===== config.mk =====
export PLATFORM = sky130hd
export DESIGN_NAME = jaf_top
export DESIGN_NICKNAME = d
export VERILOG_FILES = /design/src/hdl/jaf_top.v /design/src/hdl/jaf_sync.v
export VERILOG_INCLUDE_DIRS = /design/src /design/src/hdl
export SDC_FILE = /design/constraint.sdc
export NUM_CORES = 2
export LEC_CHECK = 0
export BUFFER_PORTS_ARGS = -buffer_cell sky130_fd_sc_hd__buf_2
export CAP_MARGIN = 40
export CORE_UTILIZATION = 40
export CTS_BUF_LIST = sky130_fd_sc_hd__clkbuf_8 sky130_fd_sc_hd__clkbuf_16
export DETAILED_ROUTE_END_ITERATION = 8
export SYNTH_ARGS = -nofsm -noshare
export SYNTH_HDL_FRONTEND = slang
export SYNTH_HIERARCHICAL = 1
export SYNTH_SLANG_ARGS = --single-unit

===== constraint.sdc =====
create_clock -name aclk -period 15.1 [get_ports aclk]
set_clock_uncertainty 0.15 [all_clocks]
set_input_delay 0 -clock aclk [delete_from_list [all_inputs] [get_ports aclk]]
set_output_delay 0 -clock aclk [all_outputs]
set_load 0.05 [all_outputs]

===== src/hdl/jaf_defines.vh =====
// Behaviour
// - Four independent channels, each with its own line clock, two rail inputs, smoothed outputs and limit flag.
// - Each channel writes its rail bits into its FIFO on the rising edges of the line clock that comes with them.
// - The FIFO depth of each channel is selectable as 16 or 32 bits.
// - FIFO reads are timed by the smoothed clock, not by the incoming line clock.
// - The limit flag is set while the FIFO holds at least depth minus 2 bits.
// - The smoothed clock that reads the FIFO is also driven out on the smoothed clock pin.
// - Data read from the FIFO is driven out on the positive and negative smoothed rail pins.
// - A digital loop steered by the FIFO fill makes the smoothed clock from the reference alone.
// - The loop bandwidth is kept well below 100 Hz.
// - A per-channel disable bit turns the attenuation off for that channel.
// - A per-channel select bit picks the SONET rate instead of the DS3 or E3 rate.
`ifndef JAF_DEFINES_VH
`define JAF_DEFINES_VH

// Register byte addresses
`define JAF_ADDR_CTRL      8'h00
`define JAF_ADDR_INC_LEG   8'h04
`define JAF_ADDR_INC_SON   8'h08
`define JAF_ADDR_FLAGS     8'h0c
`define JAF_ADDR_FILL      8'h10
`define JAF_ADDR_IRQ_STAT  8'h14
`define JAF_ADDR_IRQ_EN    8'h18
`define JAF_ADDR_IRQ_CLR   8'h1c

// Control fields, one nibble per channel
`define JAF_CF_STRIDE      4
`define JAF_CF_DEPTH32     0
`define JAF_CF_DISABLE     1
`define JAF_CF_SONET       2
`define JAF_CTRL_RST       32'h0000_0000

// Event bits, three per channel
`define JAF_EV_STRIDE      3
`define JAF_EV_NEAR        0
`define JAF_EV_OVF         1
`define JAF_EV_UNF         2

// Fill field stride in the fill register
`define JAF_FILL_STRIDE    8

// FIFO geometry
`define JAF_DEPTH_SMALL    6'd16
`define JAF_DEPTH_LARGE    6'd32
`define JAF_HALF_SMALL     6'd8
`define JAF_HALF_LARGE     6'd16
`define JAF_LIMIT_MARGIN   6'd2
`define JAF_MASK_SMALL     5'h0f
`define JAF_MASK_LARGE     5'h1f

// Timing: bench line clock and system clock in ns
`define JAF_LINK_PERIOD_NS 160
`define JAF_CLK_PERIOD_NS  20
`define JAF_INC_RST ((32'h8000_0000 / (`JAF_LINK_PERIOD_NS / `JAF_CLK_PERIOD_NS)) * 2)
`define JAF_LOOP_SHIFT     5

// AXI responses
`define JAF_RESP_OKAY      2'b00
`define JAF_RESP_SLVERR    2'b10

`endif


===== src/hdl/jaf_top.v =====
`timescale 1ns/1ps
`include "jaf_defines.vh"
module jaf_top #(
   parameter LOOP_SHIFT = `JAF_LOOP_SHIFT
) (
   // Clock and reset
   input  wire        aclk,
   input  wire        aresetn,
   // AXI4-Lite write address
   input  wire [7:0]  s_axi_awaddr,
   input  wire        s_axi_awvalid,
   output wire        s_axi_awready,
   // AXI4-Lite write data
   input  wire [31:0] s_axi_wdata,
   input  wire [3:0]  s_axi_wstrb,
   input  wire        s_axi_wvalid,
   output wire        s_axi_wready,
   // AXI4-Lite write response
   output wire [1:0]  s_axi_bresp,
   output wire        s_axi_bvalid,
   input  wire        s_axi_bready,
   // AXI4-Lite read address
   input  wire [7:0]  s_axi_araddr,
   input  wire        s_axi_arvalid,
   output wire        s_axi_arready,
   // AXI4-Lite read data
   output wire [31:0] s_axi_rdata,
   output wire [1:0]  s_axi_rresp,
   output wire        s_axi_rvalid,
   input  wire        s_axi_rready,
   // Jittery line side, one bit per channel
   input  wire [3:0]  transmit_line_clock_in,
   input  wire [3:0]  jittery_pos_rail_in,
   input  wire [3:0]  jittery_neg_rail_in,
   // Smoothed terminal side, one bit per channel
   output wire [3:0]  smoothed_clock_out,
   output wire [3:0]  smoothed_pos_rail_out,
   output wire [3:0]  smoothed_neg_rail_out,
   output wire [3:0]  fifo_near_full_flag,
   // Interrupt
   output wire        irq
);
   localparam NCH   = 4;
   localparam NEV   = NCH * `JAF_EV_STRIDE;
   localparam PTR_W = 5;
   localparam CNT_W = 6;
   localparam FMAX  = 32;

   // Byte-lane merge used by every writable register
   function [31:0] jaf_merge;
      input [31:0] old_v;
      input [31:0] new_v;
      input [3:0]  strb;
      integer      b;
      begin
         jaf_merge = old_v;
         for (b = 0; b < 4; b = b + 1) begin
            if (strb[b]) begin
               jaf_merge[8*b +: 8] = new_v[8*b +: 8];
            end
         end
      end
   endfunction

   // Pointer advance with wrap at the selected depth
   function [PTR_W-1:0] jaf_next_ptr;
      input [PTR_W-1:0] p;
      input             d32;
      begin
         jaf_next_ptr = (p + 5'h01) & (d32 ? `JAF_MASK_LARGE : `JAF_MASK_SMALL);
      end
   endfunction

   // Register file state
   reg [31:0]     ctrl_r;
   reg [31:0]     inc_leg_r;
   reg [31:0]     inc_son_r;
   reg [NEV-1:0]  irq_stat_r;
   reg [NEV-1:0]  irq_en_r;
   reg            irq_r;
   wire [NEV-1:0] evt;
   wire [NCH-1:0] near_w;
   wire [31:0]    fill_bus;

   // AXI write side
   reg            awready_r;
   reg            wready_r;
   reg            bvalid_r;
   reg [1:0]      bresp_r;
   reg            aw_hold_r;
   reg            w_hold_r;
   reg [7:0]      waddr_r;
   reg [31:0]     wdata_r;
   reg [3:0]      wstrb_r;
   // AXI read side
   reg            arready_r;
   reg            rvalid_r;
   reg [1:0]      rresp_r;
   reg [31:0]     rdata_r;

   wire           do_write = aw_hold_r & w_hold_r & ~bvalid_r;
   wire           clr_hit  = do_write & (waddr_r == `JAF_ADDR_IRQ_CLR);
   wire [31:0]    clr_word = jaf_merge(32'h0000_0000, wdata_r, wstrb_r);
   wire [31:0]    en_word  = jaf_merge({{(32-NEV){1'b0}}, irq_en_r},
                                       wdata_r, wstrb_r);
   wire [NEV-1:0] clr_mask = clr_hit ? clr_word[NEV-1:0] : {NEV{1'b0}};
   wire [NEV-1:0] irq_stat_nxt = (irq_stat_r & ~clr_mask) | evt;

   // Write channel: address and data taken in either order
   always @(posedge aclk) begin
      if (!aresetn) begin
         awready_r <= 1'b1;
         wready_r  <= 1'b1;
         aw_hold_r <= 1'b0;
         w_hold_r  <= 1'b0;
         waddr_r   <= 8'h00;
         wdata_r   <= 32'h0000_0000;
         wstrb_r   <= 4'h0;
         bvalid_r  <= 1'b0;
         bresp_r   <= `JAF_RESP_OKAY;
      end else begin
         if (s_axi_awvalid && awready_r) begin
            awready_r <= 1'b0;
            aw_hold_r <= 1'b1;
            waddr_r   <= s_axi_awaddr;
         end
         if (s_axi_wvalid && wready_r) begin
            wready_r <= 1'b0;
            w_hold_r <= 1'b1;
            wdata_r  <= s_axi_wdata;
            wstrb_r  <= s_axi_wstrb;
         end
         if (do_write) begin
            aw_hold_r <= 1'b0;
            w_hold_r  <= 1'b0;
            bvalid_r  <= 1'b1;
            case (waddr_r)
               `JAF_ADDR_CTRL, `JAF_ADDR_INC_LEG, `JAF_ADDR_INC_SON,
               `JAF_ADDR_IRQ_EN, `JAF_ADDR_IRQ_CLR:
                  bresp_r <= `JAF_RESP_OKAY;
               default:
                  bresp_r <= `JAF_RESP_SLVERR;
            endcase
         end
         if (bvalid_r && s_axi_bready) begin
            bvalid_r  <= 1'b0;
            awready_r <= 1'b1;
            wready_r  <= 1'b1;
         end
      end
   end

   // Writable registers and sticky events
   always @(posedge aclk) begin
      if (!aresetn) begin
         ctrl_r     <= `JAF_CTRL_RST;
         inc_leg_r  <= `JAF_INC_RST;
         inc_son_r  <= `JAF_INC_RST;
         irq_en_r   <= {NEV{1'b0}};
         irq_stat_r <= {NEV{1'b0}};
         irq_r      <= 1'b0;
      end else begin
         if (do_write) begin
            case (waddr_r)
               `JAF_ADDR_CTRL:
                  ctrl_r <= jaf_merge(ctrl_r, wdata_r, wstrb_r);
               `JAF_ADDR_INC_LEG:
                  inc_leg_r <= jaf_merge(inc_leg_r, wdata_r, wstrb_r);
               `JAF_ADDR_INC_SON:
                  inc_son_r <= jaf_merge(inc_son_r, wdata_r, wstrb_r);
               `JAF_ADDR_IRQ_EN:
                  irq_en_r <= en_word[NEV-1:0];
               default: ;
            endcase
         end
         // New event wins over a clear in the same cycle
         irq_stat_r <= irq_stat_nxt;
         irq_r      <= |(irq_stat_r & irq_en_r);
      end
   end

   // Read channel, one read at a time
   always @(posedge aclk) begin
      if (!aresetn) begin
         arready_r <= 1'b1;
         rvalid_r  <= 1'b0;
         rresp_r   <= `JAF_RESP_OKAY;
         rdata_r   <= 32'h0000_0000;
      end else begin
         if (s_axi_arvalid && arready_r) begin
            arready_r <= 1'b0;
            rvalid_r  <= 1'b1;
            rresp_r   <= `JAF_RESP_OKAY;
            case (s_axi_araddr)
               `JAF_ADDR_CTRL:     rdata_r <= ctrl_r;
               `JAF_ADDR_INC_LEG:  rdata_r <= inc_leg_r;
               `JAF_ADDR_INC_SON:  rdata_r <= inc_son_r;
               `JAF_ADDR_FLAGS:    rdata_r <= {{(32-NCH){1'b0}}, near_w};
               `JAF_ADDR_FILL:     rdata_r <= fill_bus;
               `JAF_ADDR_IRQ_STAT: rdata_r <= {{(32-NEV){1'b0}}, irq_stat_r};
               `JAF_ADDR_IRQ_EN:   rdata_r <= {{(32-NEV){1'b0}}, irq_en_r};
               `JAF_ADDR_IRQ_CLR:  rdata_r <= 32'h0000_0000;
               default: begin
                  rdata_r <= 32'h0000_0000;
                  rresp_r <= `JAF_RESP_SLVERR;
               end
            endcase
         end
         if (rvalid_r && s_axi_rready) begin
            rvalid_r  <= 1'b0;
            arready_r <= 1'b1;
         end
      end
   end

   // Line inputs come from another clock domain
   wire [NCH-1:0] lclk_s;
   wire [NCH-1:0] lpos_s;
   wire [NCH-1:0] lneg_s;

   jaf_sync #(
      .W (3 * NCH)
   ) u_sync (
      .aclk     (aclk),
      .aresetn  (aresetn),
      .async_in ({transmit_line_clock_in, jittery_pos_rail_in,
                  jittery_neg_rail_in}),
      .sync_out ({lclk_s, lpos_s, lneg_s})
   );

   genvar i;
   generate
      for (i = 0; i < NCH; i = i + 1) begin : g_ch
         reg [1:0]       mem [0:FMAX-1];
         reg [PTR_W-1:0] wp_r;
         reg [PTR_W-1:0] rp_r;
         reg [CNT_W-1:0] cnt_r;
         reg [31:0]      acc_r;
         reg             lclk_d_r;
         reg             sclk_r;
         reg             pos_r;
         reg             neg_r;
         reg             near_r;
         reg             ev_near_r;
         reg             ev_ovf_r;
         reg             ev_unf_r;

         wire d32  = ctrl_r[`JAF_CF_STRIDE*i + `JAF_CF_DEPTH32];
         wire dis  = ctrl_r[`JAF_CF_STRIDE*i + `JAF_CF_DISABLE];
         wire son  = ctrl_r[`JAF_CF_STRIDE*i + `JAF_CF_SONET];
         wire [CNT_W-1:0] depth = d32 ? `JAF_DEPTH_LARGE : `JAF_DEPTH_SMALL;
         wire [CNT_W-1:0] half  = d32 ? `JAF_HALF_LARGE : `JAF_HALF_SMALL;
         wire [CNT_W-1:0] limit = depth - `JAF_LIMIT_MARGIN;

         // Line clock rising edge writes, acc MSB rising edge reads
         wire wr_tick = lclk_s[i] & ~lclk_d_r;
         wire full    = (cnt_r == depth);
         wire empty   = (cnt_r == {CNT_W{1'b0}});
         wire do_wr   = wr_tick & ~full & ~dis;
         wire [31:0] acc_nxt;
         wire rd_tick = acc_nxt[31] & ~acc_r[31] & ~dis;
         wire do_rd   = rd_tick & ~empty;
         wire [CNT_W-1:0] cnt_nxt = cnt_r + {{(CNT_W-1){1'b0}}, do_wr}
                                    - {{(CNT_W-1){1'b0}}, do_rd};

         // Proportional loop on fill error; small gain keeps bandwidth low
         wire signed [CNT_W:0] err = $signed({1'b0, cnt_r})
                                     - $signed({1'b0, half});
         wire [31:0] corr = {{(32-CNT_W-1){err[CNT_W]}}, err}
                            << LOOP_SHIFT;
         wire [31:0] base = son ? inc_son_r : inc_leg_r;
         assign acc_nxt = acc_r + base + corr;

         always @(posedge aclk) begin
            if (do_wr) begin
               mem[wp_r] <= {lpos_s[i], lneg_s[i]};
            end
         end

         always @(posedge aclk) begin
            if (!aresetn) begin
               wp_r      <= {PTR_W{1'b0}};
               rp_r      <= {PTR_W{1'b0}};
               cnt_r     <= {CNT_W{1'b0}};
               acc_r     <= 32'h0000_0000;
               lclk_d_r  <= 1'b0;
               sclk_r    <= 1'b0;
               pos_r     <= 1'b0;
               neg_r     <= 1'b0;
               near_r    <= 1'b0;
               ev_near_r <= 1'b0;
               ev_ovf_r  <= 1'b0;
               ev_unf_r  <= 1'b0;
            end else begin
               lclk_d_r  <= lclk_s[i];
               ev_ovf_r  <= wr_tick & full & ~dis;
               ev_unf_r  <= rd_tick & empty;
               ev_near_r <= ~near_r & ~dis & (cnt_nxt >= limit);
               if (dis) begin
                  // Bypass: FIFO flushed, line clock and data pass through
                  wp_r   <= {PTR_W{1'b0}};
                  rp_r   <= {PTR_W{1'b0}};
                  cnt_r  <= {CNT_W{1'b0}};
                  acc_r  <= 32'h0000_0000;
                  near_r <= 1'b0;
                  sclk_r <= lclk_s[i];
                  if (wr_tick) begin
                     pos_r <= lpos_s[i];
                     neg_r <= lneg_s[i];
                  end
               end else begin
                  acc_r  <= acc_nxt;
                  sclk_r <= acc_nxt[31];
                  cnt_r  <= cnt_nxt;
                  // Set at depth-2, clear below it
                  near_r <= (cnt_nxt >= limit);
                  if (do_wr) begin
                     wp_r <= jaf_next_ptr(wp_r, d32);
                  end
                  if (do_rd) begin
                     rp_r  <= jaf_next_ptr(rp_r, d32);
                     pos_r <= mem[rp_r][1];
                     neg_r <= mem[rp_r][0];
                  end else if (rd_tick) begin
                     pos_r <= 1'b0;
                     neg_r <= 1'b0;
                  end
               end
            end
         end

         assign smoothed_clock_out[i]    = sclk_r;
         assign smoothed_pos_rail_out[i] = pos_r;
         assign smoothed_neg_rail_out[i] = neg_r;
         assign fifo_near_full_flag[i]   = near_r;
         assign near_w[i]                = near_r;
         assign evt[`JAF_EV_STRIDE*i + `JAF_EV_NEAR] = ev_near_r;
         assign evt[`JAF_EV_STRIDE*i + `JAF_EV_OVF]  = ev_ovf_r;
         assign evt[`JAF_EV_STRIDE*i + `JAF_EV_UNF]  = ev_unf_r;
         assign fill_bus[`JAF_FILL_STRIDE*i +: `JAF_FILL_STRIDE] =
            {{(`JAF_FILL_STRIDE-CNT_W){1'b0}}, cnt_r};
      end
   endgenerate

   assign s_axi_awready = awready_r;
   assign s_axi_wready  = wready_r;
   assign s_axi_bvalid  = bvalid_r;
   assign s_axi_bresp   = bresp_r;
   assign s_axi_arready = arready_r;
   assign s_axi_rvalid  = rvalid_r;
   assign s_axi_rresp   = rresp_r;
   assign s_axi_rdata   = rdata_r;
   assign irq           = irq_r;
endmodule // jaf_top


===== src/hdl/jaf_sync.v =====
`timescale 1ns/1ps
module jaf_sync #(
   parameter W = 1
) (
   // Clock and reset
   input  wire         aclk,
   input  wire         aresetn,
   // Asynchronous input and clean level
   input  wire [W-1:0] async_in,
   output wire [W-1:0] sync_out
);
   reg [W-1:0] s1_r;
   reg [W-1:0] s2_r;
   reg [W-1:0] s3_r;
   reg [W-1:0] out_r;
   integer     k;

   // A change counts only once stages two and three agree
   always @(posedge aclk) begin
      if (!aresetn) begin
         s1_r  <= {W{1'b0}};
         s2_r  <= {W{1'b0}};
         s3_r  <= {W{1'b0}};
         out_r <= {W{1'b0}};
      end else begin
         s1_r <= async_in;
         s2_r <= s1_r;
         s3_r <= s2_r;
         for (k = 0; k < W; k = k + 1) begin
            if (s2_r[k] == s3_r[k]) begin
               out_r[k] <= s3_r[k];
            end
         end
      end
   end

   assign sync_out = out_r;
endmodule // jaf_sync


* Word level (Yosys, flattened, before mapping)
Memory sizes are Yosys's and may differ from the RTL's. A register that Yosys moved wholly into a read port is not among the register bits.
Cells that the tools add are included.
** Storage, ports and cells
- Memories kept :: 4
- Bits in writable memories :: 256
- Output and inout port bits :: 58
- Bits of input ports :: 71
- Word-level logic and storage cells :: 361
- Register bits :: 480
** Operators by class
- Bitwise gates (word level) :: 85
- $add $sub $neg :: 32
- $lt $le $gt $ge :: 4
- Equality and inequality tests :: 31
- Reduce and logical (&&, ||, !) cells :: 43
- Muxes and demuxes :: 70
** Memory list
- g_ch[0].mem :: words 32, bits a word 2, rd ports 1, clocked after Yosys merged registers in 1, wr ports 1, line jaf_top.v:234 : reg [1:0] mem [0:FMAX-1];
- g_ch[1].mem :: words 32, bits a word 2, rd ports 1, clocked after Yosys merged registers in 1, wr ports 1, line jaf_top.v:234
- g_ch[2].mem :: words 32, bits a word 2, rd ports 1, clocked after Yosys merged registers in 1, wr ports 1, line jaf_top.v:234
- g_ch[3].mem :: words 32, bits a word 2, rd ports 1, clocked after Yosys merged registers in 1, wr ports 1, line jaf_top.v:234
** Operator list (count)
- 32-bit adder :: 8
- 32-bit case mux with 7 select lines :: 1
- 32-bit two-way mux :: 4
- 5-bit two-way mux :: 16
- 8-bit by 5-bit == test with 1-bit output, second input constant :: 6
- 1-bit AND :: 47
- 3-bit AND reduction :: 14
- 5-bit by 1-bit adder with 5-bit output, second input constant :: 8
- 5-bit AND :: 8
- 1-bit two-way mux :: 40
- 6-bit by 5-bit subtractor with 7-bit output :: 4
- 1-bit inverter :: 26
- 6-bit by 1-bit adder with 6-bit output :: 4
- 12-bit AND :: 2
- 6-bit == test :: 4
- 8-bit by 4-bit == test with 1-bit output, second input constant :: 3
- 6-bit >= comparator :: 4
- 6-bit zero test :: 4
- 6-bit two-way mux :: 4
- 6-bit by 1-bit subtractor with 6-bit output :: 4
- 6-bit by 2-bit subtractor with 6-bit output, second input constant :: 4
- 8-bit by 3-bit == test with 1-bit output, second input constant :: 2
- 8-bit zero test :: 2
- 2-bit OR reduction :: 7
- other kinds (14) :: 39

* Logic depth before layout (Yosys ltp)
- Word-level depth :: 9
- Mapped depth :: 33

* By module
Netlist, hierarchy kept.
** By module, submodules not included
- jaf_top :: area each 37887.6 sq um, instances 1, cells an instance 3611
- jaf_sync :: area each 1440.1 sq um, instances 1, cells an instance 125

* Least setup slack after synthesis
OpenSTA, ideal clock, no wires.
- Path kind :: register to register
- From :: register ctrl_r[4]
- To :: register g_ch[1].ev_near_r
- Stages on the path, launching flop included :: 30
- Clock period less this slack :: 6.448 ns
- Arrival time :: 6.233 ns
- Path slack :: 8.652 ns
- Path buffers :: 2
- Cells stage by stage :: dfxtp_1 -> inv_1 -> ha_1 -> a211oi_2 -> clkbuf_1 -> clkbuf_1 -> xor2_1 -> ha_1 -> a21o_1 -> ha_1 -> and4_1 -> nand2_1 -> o21ai_0 -> o21ai_0 -> o2bb2ai_1 -> and4_1 -> nor4_4 -> nor2_2 -> o21ai_0 -> nand2_1 -> ha_1 -> fa_1 -> a21oi_1 -> o21bai_1 -> xor2_1 -> ha_1 -> nand2_1 -> or3_1 -> a31oi_1 -> nor2b_1
** Between the ends
- Longest elaborated chain between the ends :: 9
- Elaborated cells between the ends (all ways) :: 16
** Ends and longest elaborated chain
- start, declared :: line jaf_top.v:75 : reg [31:0] ctrl_r;
- start signal, assigned :: line jaf_top.v:156 : ctrl_r <= `JAF_CTRL_RST;
- start signal, assigned :: line jaf_top.v:166 : ctrl_r <= jaf_merge(ctrl_r, wdata_r, wstrb_r);
- 5-bit two-way mux (no source line) or 6-bit two-way mux (tied branches)
- 6-bit by 5-bit subtractor with 7-bit output or 6-bit == test (tied branches) :: line jaf_top.v:268, jaf_top.v:257
- 32-bit adder or 1-bit inverter (tied branches) :: line jaf_top.v:272, jaf_top.v:259
- 1-bit AND, on equally long branches (2 in series) :: line jaf_top.v:261, jaf_top.v:259
- 1-bit AND or 6-bit by 1-bit adder with 6-bit output (tied branches) :: line jaf_top.v:262, jaf_top.v:263
- 6-bit by 1-bit subtractor with 6-bit output (*) :: line jaf_top.v:264 : - {{(CNT_W-1){1'b0}}, do_rd};
- via g_ch[1].cnt_nxt[4] :: line jaf_top.v:263 : wire [CNT_W-1:0] cnt_nxt = cnt_r + {{(CNT_W-1){1'b0}}, do_wr}
- 6-bit >= comparator (*) :: line jaf_top.v:298 : ev_near_r <= ~near_r & ~dis & (cnt_nxt >= limit);
- 1-bit AND (*) :: line jaf_top.v:298
- end signal, assigned :: line jaf_top.v:298
- end, declared :: line jaf_top.v:244 : reg ev_near_r;
The timed path passes the listed nets; every way through them passes the cells marked *.
A chain may end at the register's enable or synchronous reset.

* Worst setup path in the final report
- From :: register ctrl_r[0]
- To :: register g_ch[0].ev_near_r
** Between the ends
- Longest elaborated chain between the ends :: 9
- Elaborated cells between the ends (all ways) :: 16
** Ends and longest elaborated chain (line)
- 5-bit two-way mux (no source line) or 6-bit two-way mux (tied branches)
- 6-bit by 5-bit subtractor with 7-bit output or 6-bit == test (tied branches) :: jaf_top.v:268, jaf_top.v:257
- 32-bit adder or 1-bit inverter (tied branches) :: jaf_top.v:272, jaf_top.v:259
- 1-bit AND, on equally long branches (2 in series) :: jaf_top.v:261, jaf_top.v:259
- 1-bit AND or 6-bit by 1-bit adder with 6-bit output (tied branches) :: jaf_top.v:262, jaf_top.v:263
- 6-bit by 1-bit subtractor with 6-bit output (*) :: jaf_top.v:264
- via g_ch[0].cnt_nxt[4] :: jaf_top.v:263
- 6-bit >= comparator (*) :: jaf_top.v:298
- 1-bit AND (*) :: jaf_top.v:298
- end signal, assigned :: jaf_top.v:298
- end, declared :: jaf_top.v:244
Marks and branches as above.

==> results.ini <==
[timing]
final_max_slew_viol_count = 0
relSlewSlack_pct = 40.95
final-hold-violation-count = 0
setup_tns_ps = 0
setup_viol = 0
rsz0062_at_grt = no
timing.fmax_mhz = 136.6
finalCriticalPeriod_ps = 7323
period_share_pct = 48.50
worstMarginPinSlew_ps = 861.1

[clock_tree]
cts_buffer_depth = 3
cts_resized = 0
cts_num_sinks = 754
clk_pin_slew_ps = 60
cts_setup_buffers = 0
cts-htree-levels = 3
cts_buffers = 86
root_buffer = clkbuf_16
clock_latency_ps = 670
cts_tree = done

[finish]
nets = 4375
fin_area_mm2 = 0.04582
regArea_mm2 = 0.01766
area_delta_synth_final_pct = 16.51
multi_input_area_mm2 = 0.02057
layout_commonest_cell = nor2_1
fillers = 8935
drive_above_1_share_pct = 14.23
fin_util_pct = 47.24
layout_common_cells = nor2_1 (534), dfxtp_1 (498), ha_1 (279)

[setup_path]
cp.required_ps = 15490
cp.arrival_ps = 7720
critPathLaunchType = flip-flop
cp_common_cell = ha_1
slowest_stage = mux2i_2
r2r_slack_ps = 7780
rr_worst_depth = 32
slowest_delay_ps = 620
r2r_end = g_ch[0].ev_near_r
r2r_start = ctrl_r[0]
crit_type = flip-flop to flip-flop
critPathMaxFanout = 22
cp-end-kind = flip-flop

[grt]
grt_first_pass_wirelength_mm = 165.9
grt_max_degree = 98
grt_pass1_vias = 28788
antenna_found_initial = 6
overflow = 0
grt.total_usage_pct = 21.48

[min_path]
hp-start = s_axi_bready
min_to = s_axi_bvalid
hold_depth = 5
min_path_type = input port to flip-flop

[flow_run]
max_cap_viol_count = 0

[status]
status = finished, violations left
violations = design-rule violations

[placed_design]
dpl.hpwl_mm = 75.45
io_buffers = 126
gp_congestion = 0.9066
placed_area_mm2 = 0.04134

[route]
drtIter0Drc = 2158
via_count = 29076
avgRoutedWirePerCell_um = 20.13
drt_pass1_iterations = 9
ant_nets = 0
routed_via_density = 5.445
postRouteWirelength_mm = 107.5
drc = 16

[synthesis]
synth_xor_area_share_pct = 4.969
yosys_warnings = 6
synth_simple_gate_area_share_pct = 12.50
seq_area_frac_synth_pct = 44.90
async_flop_share_pct = 0
synth-adder-area-share_pct = 10.76
synth_top_family_by_area = simple AND/OR/NAND/NOR gates
syn_area_mm2 = 0.03933
synth_compound_area_share_pct = 12.31
synthDistinctLibCells = 95
ys_seq_elements = 754
synth_edf_count = 256
syn_inst = 3736
syn_area_per_cell_um2 = 10.53
synthMuxAreaShare_pct = 11.62
synth-main-ff-cell = dfxtp_1

[floorplanning]
io_pins = 129
die_area_mm2 = 0.09958
initial_core_util_pct = 40.55
die_w_um = 315.6
die_height_um = 315.6
core-area_mm2 = 0.09699
num_rows = 114

[power_and_ir_drop]
p_leak_uw = 0.01943
ir_worst_vdd_uv = 99.43
power.density_mw_per_mm2 = 193.9

-- per-stage QoR --
stage / power (uW) / setup slack [ps] / std cells / hold WS (ps)
detailed placement: 6741 / 7756 / 5018 / 63.42
global placement: 6686 / 7885 / 5006 / 64.76
CTS: 8947 / 7719 / 5338 / 3.296
finish: 8883 / 7777 / 5340 / 43.14
global route: 9563 / 7145 / 5338 / 41.99
floorplan: 5900 / 8652 / 3737 / -49.65
-- kinds of logic after synthesis --
kind of cell / Yosys count
DFF: 754
AOI/OAI and AO/OA: 732
other: 1
adders and majority gates: 316
buffers and inverters: 279
and+or+nand+nor: 1092
xor gates and xnor gates: 221
muxes: 341
-- critical path: cells and delay by family (launching register included) --
kind / cells / cell delay, ps
fa+ha+maj: 6 / 1800
buf+inv: 5 / 890
flops: 1 / 440
mux: 1 / 620
simple gates: 6 / 790
xor+xnor: 3 / 610
compound gates: 11 / 1900
-- area by class of cell --
class	count	share of cell area (%)
Inverter	110	0.9120
Multi-Input combinational cell	2704	44.90
Antenna cell	2	0.01092
Tap cell	1276	3.484
Clock buffer	97	5.027
Timing Repair Buffer	332	5.833
Sequential cell	754	38.53
Clock inverter	65	1.297
-- report_power, final --
group / internal, uW / total (uW) / switching (uW)
combinational: 1840 / 4190 / 2350
clock: 1240 / 2130 / 893
sequential: 2320 / 2560 / 238
-- state kept, by name, summed over array words and instances, names as in the netlist, 8 cells and up, named ones only --
register,flops
g_ch.mem,256
g_ch.acc_r,128
ctrl_r,32
inc_leg_r,32
inc_son_r,32
s_axi_rdata,32
wdata_r,32
g_ch.cnt_r,24
g_ch.rp_r,20
g_ch.wp_r,20
irq_en_r,12
irq_stat_r,12
u_sync/s1_r,12
u_sync/s2_r,12
u_sync/s3_r,12
u_sync/sync_out,12
waddr_r,8
-- metal layers --
| metal | wire length [um] | vias to the layer above | global-route usage, % |
|---|---|---|---|
| met5 | 51 | - | 0 |
| met4 | 3589 | 6 | 7.301 |
| met3 | 5870 | 206 | 3.483 |
| met2 | 50210 | 799 | 35.28 |
| met1 | 47800 | 14160 | 28.68 |
| li1 | - | 13905 | - |
-- synthesized netlist by cell type (60+ instances only) --
master	instances	area share [%]
xor2_1	128	2.9
mux4_2	80	4.6
mux2i_1	140	3.6
edfxtp_1	256	20
a21o_1	135	2.6
a21oi_1	244	3.1
a22oi_1	60	1.1
o21ai_0	95	1.2
xnor2_1	92	2.0
nand2_1	232	2.2
nor2_1	536	5.1
inv_1	108	1.0
mux2_2	120	3.4
dfxtp_1	498	25
and2_1	74	1.2
clkbuf_1	123	1.2
ha_1	279	8.9
-- worst max path at each step --
stage | slack (ps) | from | end
floorplan | 8650 | ctrl_r[4] | g_ch[1].ev_near_r
global placement | 7890 | ctrl_r[0] | g_ch[0].ev_near_r
detailed placement | 7760 | ctrl_r[0] | g_ch[0].ev_near_r
CTS | 7720 | ctrl_r[0] | g_ch[0].ev_near_r
global route | 7150 | ctrl_r[0] | g_ch[0].ev_near_r
finish | 7780 | ctrl_r[0] | g_ch[0].ev_near_r
-- repair_timing --
| item | 4_1_cts | 5_1_grt |
|---|---|---|
| endpoints found under the setup margin | 0 | 0 |
| hold endpoints to repair | 160 | 0 |
| hold buffers | 158 | 0 |
Power figures use the tool's default switching activity.
